==> src/ssp_cfg.svh <==
/*
  Constants of the serial slave port: clock rate, register map, field
  positions, reset values and framing counts.
  Assumes it is included by its bare name; it needs nothing from the package.
*/
`ifndef SSP_CFG_SVH
`define SSP_CFG_SVH
// Overview of operation
// RULE1: Disabled port neither transmits nor answers.
// RULE2: Twelve selectable bit rates, 110 to 115200.
// RULE3: Parity none, odd, even, mark or space.
// RULE4: Five to eight data bits per character.
// RULE5: One or two stop bits end each character.
// RULE6: Partner uses the same parity choice.
// RULE7: Partner uses the same stop-bit count.
// RULE8: Lead delay in ms after request-to-send rises.
// RULE9: Tail delay in ms before request-to-send falls.
// RULE10: With gating on, send only while clear-to-send high; checked only as each character starts, so a character in flight still finishes.
// RULE11: With gating off, clear-to-send is ignored.
// RULE12: Only messages with our node address are taken.
// RULE13: Low start, data LSB first, parity, high stops.
// RULE14: Mark is one, space zero; mismatch flagged.

`define SSP_CLK_HZ 40000000
`define SSP_MS_PER_S 1000
`define SSP_BAUD_RATES '{110, 150, 300, 600, 1200, 2400, 4800, 9600, 19200, 28800, 57600, 115200}
`define SSP_BAUD_COUNT 12
`define SSP_DBITS_MIN 4'h5
`define SSP_IDLE_BITS 4'hA

// Word indices; the byte address is four times the index.
`define SSP_REG_CTRL 3'h0
`define SSP_REG_NODE 3'h1
`define SSP_REG_LEAD 3'h2
`define SSP_REG_TAIL 3'h3
`define SSP_REG_TXD 3'h4
`define SSP_REG_RXD 3'h5
`define SSP_REG_STAT 3'h6

// Control fields.
`define SSP_CTRL_EN 0
`define SSP_CTRL_CTS 1
`define SSP_CTRL_STOP2 2
`define SSP_CTRL_PAR 5:3
`define SSP_CTRL_DBITS 7:6
`define SSP_CTRL_BAUD 11:8
`define SSP_CTRL_W 12
`define SSP_CTRL_RST 12'h4C1
`define SSP_NODE_RST 8'h01

// Status fields, then receive data word fields.
`define SSP_ST_PERR 6
`define SSP_ST_FERR 7
`define SSP_ST_OVR 8
`define SSP_RXD_FULL 8
`define SSP_RXD_PERR 9
`endif

==> src/ssp_pkg.sv <==
/*
  Types and shared functions of the serial slave port.
  Assumes ssp_cfg.svh is available on the include path.
*/
`include "ssp_cfg.svh"
package ssp_pkg;
  // Parity encodings as software writes them.
  typedef enum logic [2:0] {
    SSP_PAR_NONE = 3'h0,
    SSP_PAR_ODD = 3'h1,
    SSP_PAR_EVEN = 3'h2,
    SSP_PAR_MARK = 3'h3,
    SSP_PAR_SPACE = 3'h4
  } ssp_par_t;

  // Transmit sequencer states, one-hot.
  typedef enum logic [4:0] {
    SSP_TX_IDLE = 5'h01,
    SSP_TX_LEAD = 5'h02,
    SSP_TX_CTS = 5'h04,
    SSP_TX_SEND = 5'h08,
    SSP_TX_TAIL = 5'h10
  } ssp_tx_t;

  localparam int unsigned SSP_RATES[`SSP_BAUD_COUNT] = `SSP_BAUD_RATES;

  // Clocks per bit for a rate index; out-of-range indices fall back to the slowest rate.
  function automatic logic [18:0] ssp_baud_div(input logic [3:0] sel);
    int unsigned r;
    r = (sel < `SSP_BAUD_COUNT) ? SSP_RATES[sel] : SSP_RATES[0];
    return 19'((`SSP_CLK_HZ + r / 2) / r);
  endfunction

  // Parity bit over the low data bits that the length selects.
  function automatic logic ssp_parity(input logic [7:0] d, input logic [1:0] dbits,
                                      input logic [2:0] mode);
    logic x;
    x = ^(d & 8'(8'hFF >> (2'h3 - dbits)));
    case (mode)
      SSP_PAR_ODD: return ~x;
      SSP_PAR_EVEN: return x;
      SSP_PAR_MARK: return 1'b1;
      default: return 1'b0;
    endcase
  endfunction
endpackage

==> src/ssp_fifo.sv <==
/*
  Synchronous first-in first-out buffer with valid and ready on both sides.
  Assumes one clock and a synchronous active-high reset.
*/
`timescale 1ns/1ps
`default_nettype none
module ssp_fifo #(
  parameter int WIDTH = 8,
  parameter int DEPTH = 8
) (
  // Clock and reset.
  input wire logic clk,
  input wire logic reset,
  // Filling side.
  input wire logic in_valid,
  output logic in_ready,
  input wire logic [WIDTH-1:0] in_data,
  // Draining side.
  output logic out_valid,
  input wire logic out_ready,
  output logic [WIDTH-1:0] out_data,
  // Fill level.
  output logic [$clog2(DEPTH):0] level
);
  localparam int AW = $clog2(DEPTH);

  // Pointers need a power-of-two depth to wrap cleanly.
  if (DEPTH < 2 || (1 << AW) != DEPTH) begin : g_chk
    $error("ssp_fifo depth must be a power of two, at least two");
  end

  logic [WIDTH-1:0] mem [DEPTH]; // Storage words.
  logic [AW:0] wr_ptr; // Write pointer with wrap bit.
  logic [AW:0] rd_ptr; // Read pointer with wrap bit.
  wire push = in_valid && in_ready;
  wire pop = out_valid && out_ready;

  assign level = wr_ptr - rd_ptr;
  assign in_ready = (level != (AW+1)'(DEPTH));
  assign out_valid = (level != '0);
  assign out_data = mem[rd_ptr[AW-1:0]];

  // Pointers advance on accepted transfers only.
  always_ff @(posedge clk) begin
    if (reset) begin
      wr_ptr <= '0;
      rd_ptr <= '0;
    end else begin
      if (push) wr_ptr <= wr_ptr + 1'b1;
      if (pop) rd_ptr <= rd_ptr + 1'b1;
    end
  end

  // Data words carry no reset; only the pointers decide validity.
  always_ff @(posedge clk) begin
    if (push) mem[wr_ptr[AW-1:0]] <= in_data;
  end

  fifo_bound_a: assert property (@(posedge clk) disable iff (reset)
    level <= (AW+1)'(DEPTH)) else $error("fifo level beyond depth");
endmodule
`default_nettype wire

==> src/ssp_rx.sv <==
/*
  Serial character receiver with parity check and line-gap detection.
  Assumes the receive pin is asynchronous to clk and idles high.
*/
`timescale 1ns/1ps
`default_nettype none
`include "ssp_cfg.svh"
module ssp_rx
  import ssp_pkg::*;
(
  // Clock and reset.
  input wire logic clk,
  input wire logic reset,
  // Line and framing settings.
  input wire logic rxd_pin,
  input wire logic enable,
  input wire logic [18:0] bit_div,
  input wire logic [1:0] dbits,
  input wire logic [2:0] par_mode,
  // Received character.
  output logic char_valid,
  output logic [7:0] char_data,
  output logic parity_err,
  output logic frame_err,
  output logic gap
);
  import ssp_pkg::*;

  logic rx_m; // First synchroniser stage.
  logic rx_s; // Second synchroniser stage, the only one logic reads.
  logic active; // A character is being sampled.
  logic [3:0] idx; // Bit index, zero is the start bit.
  logic [18:0] cnt; // Clocks to the next sample.
  logic [3:0] idle_bits; // Whole bit times of idle line.
  logic [18:0] idle_cnt; // Clocks inside the current idle bit.

  wire [3:0] n_data = {2'h0, dbits} + `SSP_DBITS_MIN;
  wire par_en = (par_mode != SSP_PAR_NONE);
  wire tick = active && (cnt == '0);
  wire in_data = (idx != 4'h0) && (idx <= n_data);
  wire at_par = par_en && (idx == n_data + 4'h1);
  wire at_stop = (idx == n_data + {3'h0, par_en} + 4'h1);

  // Two flops keep the pin from metastability.
  always_ff @(posedge clk) begin
    if (reset) begin
      rx_m <= 1'b1;
      rx_s <= 1'b1;
    end else begin
      rx_m <= rxd_pin;
      rx_s <= rx_m;
    end
  end

  // Sample each bit at its middle, counted from the falling start edge.
  always_ff @(posedge clk) begin
    if (reset || !enable) begin
      active <= 1'b0;
      idx <= 4'h0;
      cnt <= '0;
      char_valid <= 1'b0;
      char_data <= 8'h00;
      parity_err <= 1'b0;
      frame_err <= 1'b0;
    end else begin
      char_valid <= 1'b0;
      if (!active) begin
        if (!rx_s) begin
          active <= 1'b1; // RULE13
          idx <= 4'h0;
          cnt <= bit_div >> 1;
          char_data <= 8'h00;
        end
      end else if (tick) begin
        cnt <= bit_div - 19'h1;
        idx <= idx + 4'h1;
        if (idx == 4'h0 && rx_s) begin
          active <= 1'b0; // A glitch, not a start bit.
        end
        if (in_data) begin
          char_data[3'(idx - 4'h1)] <= rx_s; // RULE13
        end
        if (at_par) begin
          parity_err <= (rx_s != ssp_parity(char_data, dbits, par_mode)); // RULE14
        end else if (idx == 4'h0) begin
          parity_err <= 1'b0;
        end
        if (at_stop) begin
          active <= 1'b0;
          char_valid <= 1'b1;
          frame_err <= !rx_s; // RULE13
        end
      end else begin
        cnt <= cnt - 19'h1;
      end
    end
  end

  // A quiet line of several bit times closes a message.
  always_ff @(posedge clk) begin
    if (reset || active || !rx_s) begin
      idle_bits <= 4'h0;
      idle_cnt <= '0;
      gap <= 1'b0;
    end else begin
      gap <= 1'b0;
      if (idle_cnt >= bit_div - 19'h1) begin
        idle_cnt <= '0;
        if (idle_bits != `SSP_IDLE_BITS) begin
          idle_bits <= idle_bits + 4'h1;
          gap <= (idle_bits == `SSP_IDLE_BITS - 4'h1);
        end
      end else begin
        idle_cnt <= idle_cnt + 19'h1;
      end
    end
  end

  rx_nopar_a: assert property (@(posedge clk) disable iff (reset)
    char_valid && $past(par_mode) == SSP_PAR_NONE && $past(par_mode, 2) == SSP_PAR_NONE
    |-> !parity_err) else $error("parity error without parity"); // RULE3
endmodule
`default_nettype wire

==> src/ssp_top.sv <==
/*
  Serial slave port: Avalon-MM register slave, transmit buffer and
  sequencer with request-to-send timing, receiver with node address filter.
  Assumes a synchronous active-high reset and asynchronous modem pins.
*/
// Chosen here: the register addresses and the Avalon-MM register port.
`timescale 1ns/1ps
`default_nettype none
`include "ssp_cfg.svh"
module ssp_top #(
  parameter int unsigned MS_CYCLES = `SSP_CLK_HZ / `SSP_MS_PER_S,
  parameter int FIFO_DEPTH = 8
) (
  // Clock and reset.
  input wire logic clk,
  input wire logic reset,
  // Avalon-MM register slave, word addressed.
  input wire logic [2:0] address,
  input wire logic read,
  input wire logic write,
  input wire logic [31:0] writedata,
  output logic [31:0] readdata,
  output logic waitrequest,
  // Serial line and modem control.
  input wire logic rxd,
  output logic txd,
  output logic rts,
  input wire logic cts
);
  import ssp_pkg::*;

  // The fill level must fit below bit 32 of the status word.
  if (MS_CYCLES < 1 || FIFO_DEPTH < 2 || FIFO_DEPTH > 32768) begin : g_chk
    $error("ssp_top needs MS_CYCLES >= 1 and FIFO_DEPTH from 2 to 32768");
  end

  localparam int LW = $clog2(FIFO_DEPTH) + 1;

  // Software settings.
  logic [`SSP_CTRL_W-1:0] ctrl; // Enable, gating, stops, parity, length, rate.
  logic [7:0] node_address; // Address this port answers to.
  logic [15:0] lead_ms; // Delay after request-to-send rises.
  logic [15:0] tail_ms; // Delay before request-to-send falls.
  // Receive side state.
  logic [7:0] rx_buf; // Last accepted character.
  logic rx_full; // The buffer holds an unread character.
  logic rx_bperr; // Parity error of the buffered character.
  logic [8:6] sticky; // Parity, framing and overrun flags.
  logic addr_wait; // Next character is a message address.
  logic selected; // Current message is for this node.
  // Transmit side state.
  ssp_tx_t st; // Sequencer state.
  logic [11:0] sh; // Bits still to send after the start bit.
  logic [3:0] left; // Count of those bits.
  logic [18:0] bit_cnt; // Clocks inside the current bit.
  logic [31:0] pre; // Millisecond prescaler.
  logic [15:0] ms_cnt; // Elapsed milliseconds.
  logic cts_m; // First synchroniser stage of clear-to-send.
  logic cts_s; // Second stage, the only one logic reads.

  // Settings decoded.
  wire en = ctrl[`SSP_CTRL_EN];
  wire cts_use = ctrl[`SSP_CTRL_CTS];
  wire stop2 = ctrl[`SSP_CTRL_STOP2];
  wire [2:0] par_mode = ctrl[`SSP_CTRL_PAR];
  wire [1:0] dbits = ctrl[`SSP_CTRL_DBITS];
  wire [18:0] bit_div = ssp_baud_div(ctrl[`SSP_CTRL_BAUD]); // RULE2
  wire [3:0] n_data = {2'h0, dbits} + `SSP_DBITS_MIN; // RULE4
  wire par_en = (par_mode != SSP_PAR_NONE);

  // Bus decode.
  wire req = read || write;
  wire done = req && !waitrequest;
  wire hit_txd = (address == `SSP_REG_TXD);
  wire wr_done = write && done;

  // Buffer and receiver wires.
  wire fifo_in_ready;
  wire fifo_out_valid;
  wire [7:0] fifo_out_data;
  wire [LW-1:0] fifo_level;
  wire rx_valid;
  wire [7:0] rx_data;
  wire rx_perr;
  wire rx_ferr;
  wire rx_gap;

  // Transmit framing: ones above the data make the stop bits.
  wire [7:0] tx_dm = fifo_out_data & 8'(8'hFF >> (2'h3 - dbits));
  wire tx_par = ssp_parity(fifo_out_data, dbits, par_mode); // RULE3
  wire [11:0] frame_ones = 12'hFFF << n_data;
  wire [11:0] par_pos = 12'h001 << n_data;
  wire [11:0] tx_frame = (frame_ones | {4'h0, tx_dm})
                         & ~((par_en && !tx_par) ? par_pos : 12'h000); // RULE14
  wire [3:0] tx_len = n_data + {3'h0, par_en} + {3'h0, stop2} + 4'h1; // RULE5
  wire bit_tick = (bit_cnt == bit_div - 19'h1);
  wire ms_tick = (pre == MS_CYCLES - 1);
  wire lead_done = (ms_cnt == lead_ms);
  wire tail_done = (ms_cnt == tail_ms);
  wire cts_ok = !cts_use || cts_s; // RULE10 RULE11
  wire load = (st == SSP_TX_CTS) && cts_ok && fifo_out_valid && en;
  wire char_end = (st == SSP_TX_SEND) && bit_tick && (left == 4'h0);

  // Receive filter: the first character after a gap is the address.
  wire addr_match = (rx_data == node_address);
  wire rx_take = rx_valid && (addr_wait ? addr_match : selected); // RULE12
  wire rx_rd_clr = read && done && (address == `SSP_REG_RXD);
  wire stat_wr = wr_done && (address == `SSP_REG_STAT);
  wire [8:6] sticky_set = {rx_take && rx_full && !rx_rd_clr,
                           rx_valid && rx_ferr, rx_valid && rx_perr};

  // Read selection; unmapped words read as zero.
  wire [31:0] status = {{(16-LW){1'b0}}, fifo_level, 7'h00, sticky,
                        selected, !fifo_in_ready, !fifo_out_valid, rts,
                        (st != SSP_TX_IDLE), rx_full};
  wire [31:0] rd_mux =
    (address == `SSP_REG_CTRL) ? {20'h0, ctrl} :
    (address == `SSP_REG_NODE) ? {24'h0, node_address} :
    (address == `SSP_REG_LEAD) ? {16'h0, lead_ms} :
    (address == `SSP_REG_TAIL) ? {16'h0, tail_ms} :
    (address == `SSP_REG_RXD) ? {22'h0, rx_bperr, rx_full, rx_buf} :
    (address == `SSP_REG_STAT) ? status : 32'h0;

  // Characters wait here; a full buffer holds the bus write off.
  ssp_fifo #(.WIDTH(8), .DEPTH(FIFO_DEPTH)) u_fifo (
    .clk(clk),
    .reset(reset),
    .in_valid(wr_done && hit_txd),
    .in_ready(fifo_in_ready),
    .in_data(writedata[7:0]),
    .out_valid(fifo_out_valid),
    .out_ready(load),
    .out_data(fifo_out_data),
    .level(fifo_level)
  );

  // Receiver samples characters only while the port is enabled; its gap detector runs regardless.
  ssp_rx u_rx (
    .clk(clk),
    .reset(reset),
    .rxd_pin(rxd),
    .enable(en), // RULE1
    .bit_div(bit_div),
    .dbits(dbits),
    .par_mode(par_mode),
    .char_valid(rx_valid),
    .char_data(rx_data),
    .parity_err(rx_perr),
    .frame_err(rx_ferr),
    .gap(rx_gap)
  );

  // Answer one cycle after the request, later for a TXD write to a full buffer; read data is captured then too.
  always_ff @(posedge clk) begin
    if (reset) begin
      waitrequest <= 1'b1;
      readdata <= 32'h0;
    end else begin
      waitrequest <= !(req && waitrequest && (!(write && hit_txd) || fifo_in_ready));
      if (read && waitrequest) readdata <= rd_mux;
    end
  end

  // Settings take effect at the completing edge of a write.
  always_ff @(posedge clk) begin
    if (reset) begin
      ctrl <= `SSP_CTRL_RST;
      node_address <= `SSP_NODE_RST;
      lead_ms <= 16'h0000;
      tail_ms <= 16'h0000;
    end else if (wr_done) begin
      if (address == `SSP_REG_CTRL) ctrl <= writedata[`SSP_CTRL_W-1:0];
      if (address == `SSP_REG_NODE) node_address <= writedata[7:0];
      if (address == `SSP_REG_LEAD) lead_ms <= writedata[15:0];
      if (address == `SSP_REG_TAIL) tail_ms <= writedata[15:0];
    end
  end

  // Received characters and flags; a new event beats a same-cycle clear.
  always_ff @(posedge clk) begin
    if (reset) begin
      rx_buf <= 8'h00;
      rx_full <= 1'b0;
      rx_bperr <= 1'b0;
      sticky <= 3'h0;
    end else begin
      sticky <= (sticky & ~(stat_wr ? writedata[8:6] : 3'h0)) | sticky_set;
      if (rx_take) begin
        rx_buf <= rx_data;
        rx_full <= 1'b1;
        rx_bperr <= rx_perr;
      end else if (rx_rd_clr) begin
        rx_full <= 1'b0;
      end
    end
  end

  // Address filter: a gap re-arms it, the first character decides.
  always_ff @(posedge clk) begin
    if (reset || !en) begin
      addr_wait <= 1'b1;
      selected <= 1'b0;
    end else if (rx_gap) begin
      addr_wait <= 1'b1;
    end else if (rx_valid && addr_wait) begin
      addr_wait <= 1'b0;
      selected <= addr_match; // RULE12
    end
  end

  // Clear-to-send crosses in through two flops.
  always_ff @(posedge clk) begin
    if (reset) begin
      cts_m <= 1'b0;
      cts_s <= 1'b0;
    end else begin
      cts_m <= cts;
      cts_s <= cts_m;
    end
  end

  // Millisecond timer, running only in the delay states.
  always_ff @(posedge clk) begin
    if (reset || !(st == SSP_TX_LEAD || st == SSP_TX_TAIL)) begin
      pre <= 32'h0;
      ms_cnt <= 16'h0000;
    end else if (ms_tick) begin
      pre <= 32'h0;
      ms_cnt <= ms_cnt + 16'h0001;
    end else begin
      pre <= pre + 32'h1;
    end
  end

  // Transmit sequencer. Disabling aborts even a character in flight.
  always_ff @(posedge clk) begin
    if (reset || !en) begin
      st <= SSP_TX_IDLE; // RULE1
      rts <= 1'b0;
      txd <= 1'b1;
      sh <= 12'hFFF;
      left <= 4'h0;
      bit_cnt <= '0;
    end else begin
      bit_cnt <= (st != SSP_TX_SEND || bit_tick) ? '0 : bit_cnt + 19'h1;
      unique case (st)
        SSP_TX_IDLE: begin
          if (fifo_out_valid) begin
            rts <= 1'b1;
            st <= SSP_TX_LEAD;
          end
        end
        SSP_TX_LEAD: begin
          if (lead_done) st <= SSP_TX_CTS; // RULE8
        end
        SSP_TX_CTS: begin
          if (load) begin
            txd <= 1'b0; // RULE13
            sh <= tx_frame;
            left <= tx_len;
            st <= SSP_TX_SEND;
          end
        end
        SSP_TX_SEND: begin
          if (char_end) begin
            st <= fifo_out_valid ? SSP_TX_CTS : SSP_TX_TAIL;
          end else if (bit_tick) begin
            txd <= sh[0]; // RULE13
            sh <= {1'b1, sh[11:1]};
            left <= left - 4'h1;
          end
        end
        SSP_TX_TAIL: begin
          if (fifo_out_valid) begin
            st <= SSP_TX_CTS;
          end else if (tail_done) begin
            rts <= 1'b0; // RULE9
            st <= SSP_TX_IDLE;
          end
        end
      endcase
    end
  end

  // Helper ages for the delay checks, saturating.
  logic [31:0] rts_age;
  logic [31:0] high_age;
  always_ff @(posedge clk) begin
    if (reset || !rts) rts_age <= 32'h0;
    else if (rts_age != 32'hFFFFFFFF) rts_age <= rts_age + 32'h1;
    if (reset || !rts || !txd) high_age <= 32'h0;
    else if (high_age != 32'hFFFFFFFF) high_age <= high_age + 32'h1;
  end

  dis_quiet_a: assert property (@(posedge clk) disable iff (reset)
    $past(!en) |-> txd && !rts) else $error("disabled port drives line"); // RULE1
  baud_tick_a: assert property (@(posedge clk) disable iff (reset)
    st == SSP_TX_SEND && $past(st) == SSP_TX_SEND && $changed(txd) && $stable(ctrl)
    |-> $past(bit_cnt) == bit_div - 19'h1) else $error("bit period wrong"); // RULE2
  start_rts_a: assert property (@(posedge clk) disable iff (reset)
    $fell(txd) |-> rts && st == SSP_TX_SEND) else $error("start without rts"); // RULE13
  lead_time_a: assert property (@(posedge clk) disable iff (reset)
    $fell(txd) && $stable(lead_ms) |-> $past(rts_age) >= {16'h0, lead_ms} * MS_CYCLES)
    else $error("lead delay short"); // RULE8
  tail_time_a: assert property (@(posedge clk) disable iff (reset)
    $fell(rts) && $past(en) && $stable(tail_ms)
    |-> $past(high_age) >= {16'h0, tail_ms} * MS_CYCLES)
    else $error("tail delay short"); // RULE9
  cts_gate_a: assert property (@(posedge clk) disable iff (reset)
    $fell(txd) && $past(cts_use) |-> $past(cts_s)) else $error("sent without cts"); // RULE10
  cts_ignore_a: assert property (@(posedge clk) disable iff (reset)
    st == SSP_TX_CTS && !cts_use && fifo_out_valid |=> st != SSP_TX_CTS)
    else $error("waited on ignored cts"); // RULE11
  node_match_a: assert property (@(posedge clk) disable iff (reset)
    en && rx_valid && addr_wait && !rx_gap && !addr_match |=> !selected && $stable(rx_buf))
    else $error("foreign message taken"); // RULE12
  parity_bit_a: assert property (@(posedge clk) disable iff (reset)
    load && par_mode == SSP_PAR_MARK |=> sh[n_data] == 1'b1)
    else $error("mark parity not one"); // RULE14
endmodule
`default_nettype wire

==> config.mk <==
export PLATFORM = sky130hd
export DESIGN_NAME = ssp_top
export DESIGN_NICKNAME = d
export VERILOG_FILES = /design/src/ssp_pkg.sv /design/src/ssp_fifo.sv /design/src/ssp_rx.sv /design/src/ssp_top.sv
export VERILOG_INCLUDE_DIRS = /design/src
export SDC_FILE = /design/constraint.sdc
export NUM_CORES = 1
export LEC_CHECK = 0
export BUFFER_PORTS_ARGS = -buffer_cell sky130_fd_sc_hd__buf_2
export CORE_ASPECT_RATIO = 0.9
export CORE_MARGIN = 10
export CORE_UTILIZATION = 40
export DETAILED_ROUTE_END_ITERATION = 8
export SLEW_MARGIN = 10
export SYNTH_ARGS = -nofsm -noshare
export SYNTH_HDL_FRONTEND = slang
export SYNTH_SLANG_ARGS = --single-unit
export TNS_END_PERCENT = 5
==> constraint.sdc <==
create_clock -name clk -period 114.4 [get_ports clk]
set_clock_uncertainty 0.15 [all_clocks]
set_input_delay 5.72 -clock clk [delete_from_list [all_inputs] [get_ports clk]]
set_output_delay 5.72 -clock clk [all_outputs]
set_load 0.03 [all_outputs]
# Word-level counts from Yosys, hierarchy flattened
# Memories as Yosys holds them, arrays and structs flattened. A register that Yosys moved wholly into a read port is not among the register bits.
# Index checks and enable logic that the tools add are counted.
# totals
reg_bits,261
ramBits,64
romBits,512
output_inout_bits,35
n_memories,2
# mem_list
name,depth,word_bits,read_ports,rd_clocked_by_memory_dff,wr,line,source
(name not given),16,32,1,0,0,ssp_pkg.sv:30,r = (sel < `SSP_BAUD_COUNT) ? SSP_RATES[sel] : SSP_RATES[0];
u_fifo.mem,8,8,1,1,1,ssp_fifo.sv:32,logic [WIDTH-1:0] mem [DEPTH];
# classes
add_sub_neg,21
div_mod_pow,1
magnitude_cmp,6
n_eq_ne,39
shift,3
muxes,69
bitwise_logic,16
reduce_logical,81
# op_table
cell,n
20-bit two-way mux,6
32-bit two-way mux,3
19-bit two-way mux,3
12-bit two-way mux,4
"19-bit by 1-bit adder with 19-bit output, second input constant",2
"19-bit by 1-bit subtractor with 19-bit output, second input constant",2
5-bit two-way mux,7
"26-bit by 31-bit adder with 32-bit output, first input constant",1
"32-bit by 1-bit adder with 32-bit output, second input constant",1
32-bit by 32-bit divider with 32-bit output,1
16-bit equality test,2
"32-bit by 16-bit equality test with 1-bit output, second input constant",1
8-bit two-way mux,4
1-bit logical AND,29
"4-bit by 1-bit adder with 4-bit output, second input constant",7
5-bit one-hot mux with 5 select lines,1
1-bit two-way mux,24
4-bit two-way mux,6
12-bit one-hot mux with 2 select lines,1
"2-bit inequality test, second input constant",10
19-bit equality test,1
19-bit >= comparator,1
19-bit zero test,1
"16-bit by 1-bit adder with 16-bit output, second input constant",1
60 further kinds,117

# Logic depth before layout (Yosys ltp)
# depth
word_depth,13
ltp_mapped,500
ltp_nobuf,458

# Hierarchy
# Synthesis repeated with hierarchy kept, for this count alone.
# hier_totals
hier_cells,5400
area_unflattened_um2,40817.9
# by_module_without_submodules
mod,instances,cells_per_inst,area_each_um2,seq_area_each_um2
ssp_top,1,4706,33474.6,3603.5
ssp_rx,1,518,4212.8,1221.2
ssp_fifo,1,176,3130.5,2142.1

# Least setup slack after synthesis
# OpenSTA, ideal clock, no wires.
# synth_timing
path_kind,register to register
start,register ctrl[8]
end,register sh[0]
setup_ns,0.122
arrival_time_ns,92.311
required_time_ns,114.128
slack_ns,21.817
stages_incl_launch_ff,479
synth_period_minus_slack_ns,92.583
path_cell_list,dfxtp_1 clkbuf_1 inv_1 ha_1 mux2_1 o211ai_1 nor4b_4 and2_1 buf_2 nand3b_1 a211oi_1 ha_1 nand2_1 a2111oi_0 nor3_1 nor2_1 ha_1 and2_1 [... 443 more ...] o311ai_1 nor3_1 nand2_1 a2111o_1 nor4b_1 ha_1 nand2_1 xnor2_1 xnor2_1 or4_1 or4_1 nor4_1 a21bo_2 nor4_1 nand4_1 a21o_1 buf_6 a221o_1
# synth_between
elab_chain_cells,13
word_cells_on_any_way,15
classes_between,add/sub: 2; div: 1; order compare: 1; eq/ne: 3; mux: 3; bitwise: 1; reduce/logical: 3; memory: 1
# synth_rtl
element,line,source
start: declaration,ssp_top.sv:40,logic [`SSP_CTRL_W-1:0] ctrl;
start signal: assignment,ssp_top.sv:167,ctrl <= `SSP_CTRL_RST;
start signal: assignment,ssp_top.sv:172,if (address == `SSP_REG_CTRL) ctrl <= writedata[`SSP_CTRL_W-1:0];
4-bit inverter with 5-bit output (not written as such),ssp_pkg.sv:30,
memory 16 x 32 bit,--,
32-bit two-way mux (not written as such) (2 in series),ssp_pkg.sv:30,
32-bit two-way mux *,ssp_pkg.sv:30,
26-bit by 31-bit adder with 32-bit output (no source line),--,
32-bit by 32-bit divider with 32-bit output *,ssp_pkg.sv:31,return 19'((`SSP_CLK_HZ + r / 2) / r);
19-bit by 1-bit subtractor with 19-bit output *,ssp_top.sv:96,wire bit_tick = (bit_cnt == bit_div - 19'h1);
19-bit equality test *,ssp_top.sv:96,
1-bit logical AND (2 in series),ssp_top.sv:102,wire char_end = (st == SSP_TX_SEND) && bit_tick && (left == 4'h0);
2-bit inequality test (no source line),--,
4-bit AND reduction (no source line) *,--,
end signal: assignment,ssp_top.sv:259,sh <= tx_frame;
end signal: assignment,ssp_top.sv:269,"sh <= {1'b1, sh[11:1]};"
end: declaration,ssp_top.sv:53,logic [11:0] sh;
# Mark *: on every way between the ends. The rest lies on a longest branch, timed or not. The select of a mux whose other input is x is not followed.
# A chain may end at the register's enable or synchronous reset.

# Worst setup path after layout
# layout_timing
start,register ctrl[9]
end,register left[1]
# layout_between
elab_chain_cells,13
word_cells_on_any_way,15
classes_between,add/sub: 2; div: 1; order compare: 1; eq/ne: 3; mux: 3; bitwise: 1; reduce/logical: 3; memory: 1
# layout_rtl
element,line,source
4-bit inverter with 5-bit output (not written as such),ssp_pkg.sv:30,
memory 16 x 32 bit,--,
32-bit two-way mux (not written as such) (2 in series),ssp_pkg.sv:30,
32-bit two-way mux *,ssp_pkg.sv:30,
26-bit by 31-bit adder with 32-bit output (no source line),--,
32-bit by 32-bit divider with 32-bit output *,ssp_pkg.sv:31,
19-bit by 1-bit subtractor with 19-bit output *,ssp_top.sv:96,
19-bit equality test *,ssp_top.sv:96,
1-bit logical AND (2 in series),ssp_top.sv:102,
2-bit inequality test (no source line),--,
4-bit AND reduction (no source line) *,--,
end signal: assignment,ssp_top.sv:260,left <= tx_len;
end signal: assignment,ssp_top.sv:270,left <= left - 4'h1;
end: declaration,ssp_top.sv:54,logic [3:0] left;
# Marks and branches as above.

==> run_results.csv <==
group,metric,value,unit
run_status,status,"complete, no violations",
finish,drive_gt1_share,7.98,%
worst_setup_path,crit_buf_inv,25,
global_route,overflow,0,
worst_setup_path,cp_max_fo,42,
global_route,grt_pass1_wl,188000,µm
drt,viasPerCell,5.94,
worst_setup_path,r2r-end,"left[1]$_SDFFE_PP0P_",
clocking,cts_resized,0,
clocking,clock_latency,600,ps
floorplan,die_x,350,µm
floorplan,num_rows,108,
finish,num-nets-final,5564,
floorplan,die_area,0.111,mm²
worst_setup_path,cpMaxStageDelayCell,"a211oi_1",
synthesis,async_flop_share,0,%
sta,grt_setup_unrepaired,"false",
floorplan,die_h,317,µm
worst_setup_path,crit_top_cell,"o21a_1",
synthesis,synthesis.area,0.0392,mm²
clocking,post-cts-setup-buffers,0,
finish,multi_input_comb_area,0.0309,mm²
worst_setup_path,crit_type,"reg -> reg",
worst_setup_path,critPathTopFamily,"compound AO/OA/AOI/OAI gates",
hold_path,min_path_cells,1,
hold_path,hp-start,"cts_m$_SDFF_PP0_",
sta,slew_headroom,24.1,%
floorplan,core_area,0.0968,mm²
drt,drtAntennaViolNets,0,
clocking,cts.sinks,316,
synthesis,synth_edf_count,64,
synthesis,synth_area_per_cell,7.62,µm²
global_route,antenna_found_initial,2,
finish,final_util,43.0,%
synthesis,synth_top_cell_by_area,"ha_1",
sta,finalCritPeriodShare,92.6,%
global_route,grt_use_total,20.3,%
drt,vias,37900,
sta,finalMaxSlewViolations,0,
drt,post_drt_wl_per_cell,18.5,µm
worst_setup_path,r2r-start,"ctrl[9]$_SDFFE_PP0P_",
synthesis,netlist_instances,5140,
sta,hold_viol,0,
sta,worst_slew_pin_slew,1130,ps
drt,routed_wl,118000,µm
drt,dr.pass1.iters,5,
finish,n_antenna_cell,0,
clocking,clk_pin_slew_worst_paths,70,ps
finish,syn_to_final_growth,6.29,%
clocking,cts_tree,"done",
finish,fillers,9936,
synthesis,yosys_warnings,0,
drt,drt_iter0_drc,2686,
sta,tns,0,ps
hold_path,hold_class,"reg -> reg",
place,io_buffers,47,
clocking,htree_levels,1,
synthesis,ys_ff_latch,316,
worst_setup_path,endpoint_kind,"register",
clocking,cts_hold_buffers,0,
sta,setup_viol,0,
clocking,clockBufferDepth,3,
global_route,grt_max_degree,98,
synthesis,synth_cell_types,134,
global_route,grt_pass1_vias,34900,
sta,holdWs,298,ps
floorplan,io_pins,76,
finish,regArea,0.00697,mm²
hold_path,hold_end,"cts_s$_SDFF_PP0_",
place,dp_hpwl,91100,µm
synthesis,synth_top_flop_cell,"dfxtp_1",
worst_setup_path,crit_arrival,106140,ps
floorplan,start_util,40.5,%
worst_setup_path,r2r_setup_slack,8510,ps
worst_setup_path,start_kind,"register",
job,cap_violations,0,
synthesis,ys_seq_area_share,17.8,%
place,place_congestion,0.894,
synthesis,yosys-top-cells-area,"ha_1, dfxtp_1, a21oi_1",
sta,period_minus_slack,105890,ps
synthesis,synth.most_common_cell,"nand2_1",
worst_setup_path,cpPeakStageDelay,690,ps
drt,drc_errors,0,
worst_setup_path,crit_required,114650,ps
synthesis,yosys.area.top_type_share,13.7,%
clocking,cts_buffers,30,
sta,fmax,9.44,MHz
worst_setup_path,rr_worst_depth,440,
synthesis,synth_top_cells_by_count,"nand2_1, nor2_1, ha_1",
clocking,cts_root_buffer,"clkbuf_16",
[sequential cells by signal, indices dropped and copies added (netlist names), 5 cells and up, named ones only]
name            flops
ctrl               12
rx_buf              8
tail_ms            16
st                  5
sh                 12
lead_ms            16
bit_cnt            19
u_rx.cnt           19
u_rx.idle_cnt      19
node_address        8
readdata           20
u_rx.char_data      8
u_fifo.mem         64
ms_cnt             16
pre                32
[how the worst max path moves through the flow]
stage,from,endpoint,cells past startpoint
after floorplan,ctrl[8]$_SDFFE_PP0P_,sh[0]$_SDFFE_PP1P_,478
after global placement,ctrl[9]$_SDFFE_PP0P_,left[1]$_SDFFE_PP0P_,440
after detailed placement,ctrl[9]$_SDFFE_PP0P_,left[1]$_SDFFE_PP0P_,439
after CTS,ctrl[9]$_SDFFE_PP0P_,left[1]$_SDFFE_PP0P_,439
after global routing,ctrl[9]$_SDFFE_PP0P_,left[1]$_SDFFE_PP0P_,445
final,ctrl[9]$_SDFFE_PP0P_,left[1]$_SDFFE_PP0P_,440
[metal layers]
layer | wire length, µm | vias to the layer above | GRT usage (%)
met1 | 57300 | 17800 | 29.1
met2 | 51600 | 970 | 32.7
met5 | 0 | - | 0
met3 | 7150 | 107 | 2.70
met4 | 1790 | 0 | 3.11
li1 | - | 19000 | -
[placed cells by master (no fill, tap or decap), types with 130 or more instances in the layout]
cell     synthesis  final
a21oi_1        399    399
o21a_1         188    188
xor2_1         152    152
inv_1          132    132
nor2_1         513    511
nand3_1        135    135
nand2_1        516    514
xnor2_1        221    221
ha_1           429    428
o21ai_0        196    194
nor3_1         257    257
dfxtp_1        252    251
o31ai_1        131    130
[logic make-up after synthesis]
kind of cell,Yosys count,synth area share [%]
mux,138,4.45
other cells,2,0.0192
buf+inv,351,3.73
xor+xnor,376,8.52
flops,316,17.8
fa+ha+maj,431,13.8
compound gates,1515,26.7
simple gates,2011,25.0
[cell type report]
| class | count | area share (%) |
|---|---|---|
| timing repair buffer | 106 | 1.64 |
| sequential | 316 | 16.7 |
| clock buffer | 38 | 1.90 |
| inverter | 143 | 1.29 |
| clock inverter | 17 | 0.337 |
| multi-input combinational | 4495 | 74.3 |
| tap | 1265 | 3.80 |
[through the flow]
stage	setup slack [ps]	area (µm²)	std cells
after floorplan	21820	39300	5162
final	8510	41600	6380
after CTS	8420	41600	6380
after global routing	108	41600	6380
after global placement	9740	40700	6325
after detailed placement	8870	40700	6325
Power is left out: the tool's default activity adds up to more than one toggle a clock period on the data nets, which glitch-free logic cannot reach.
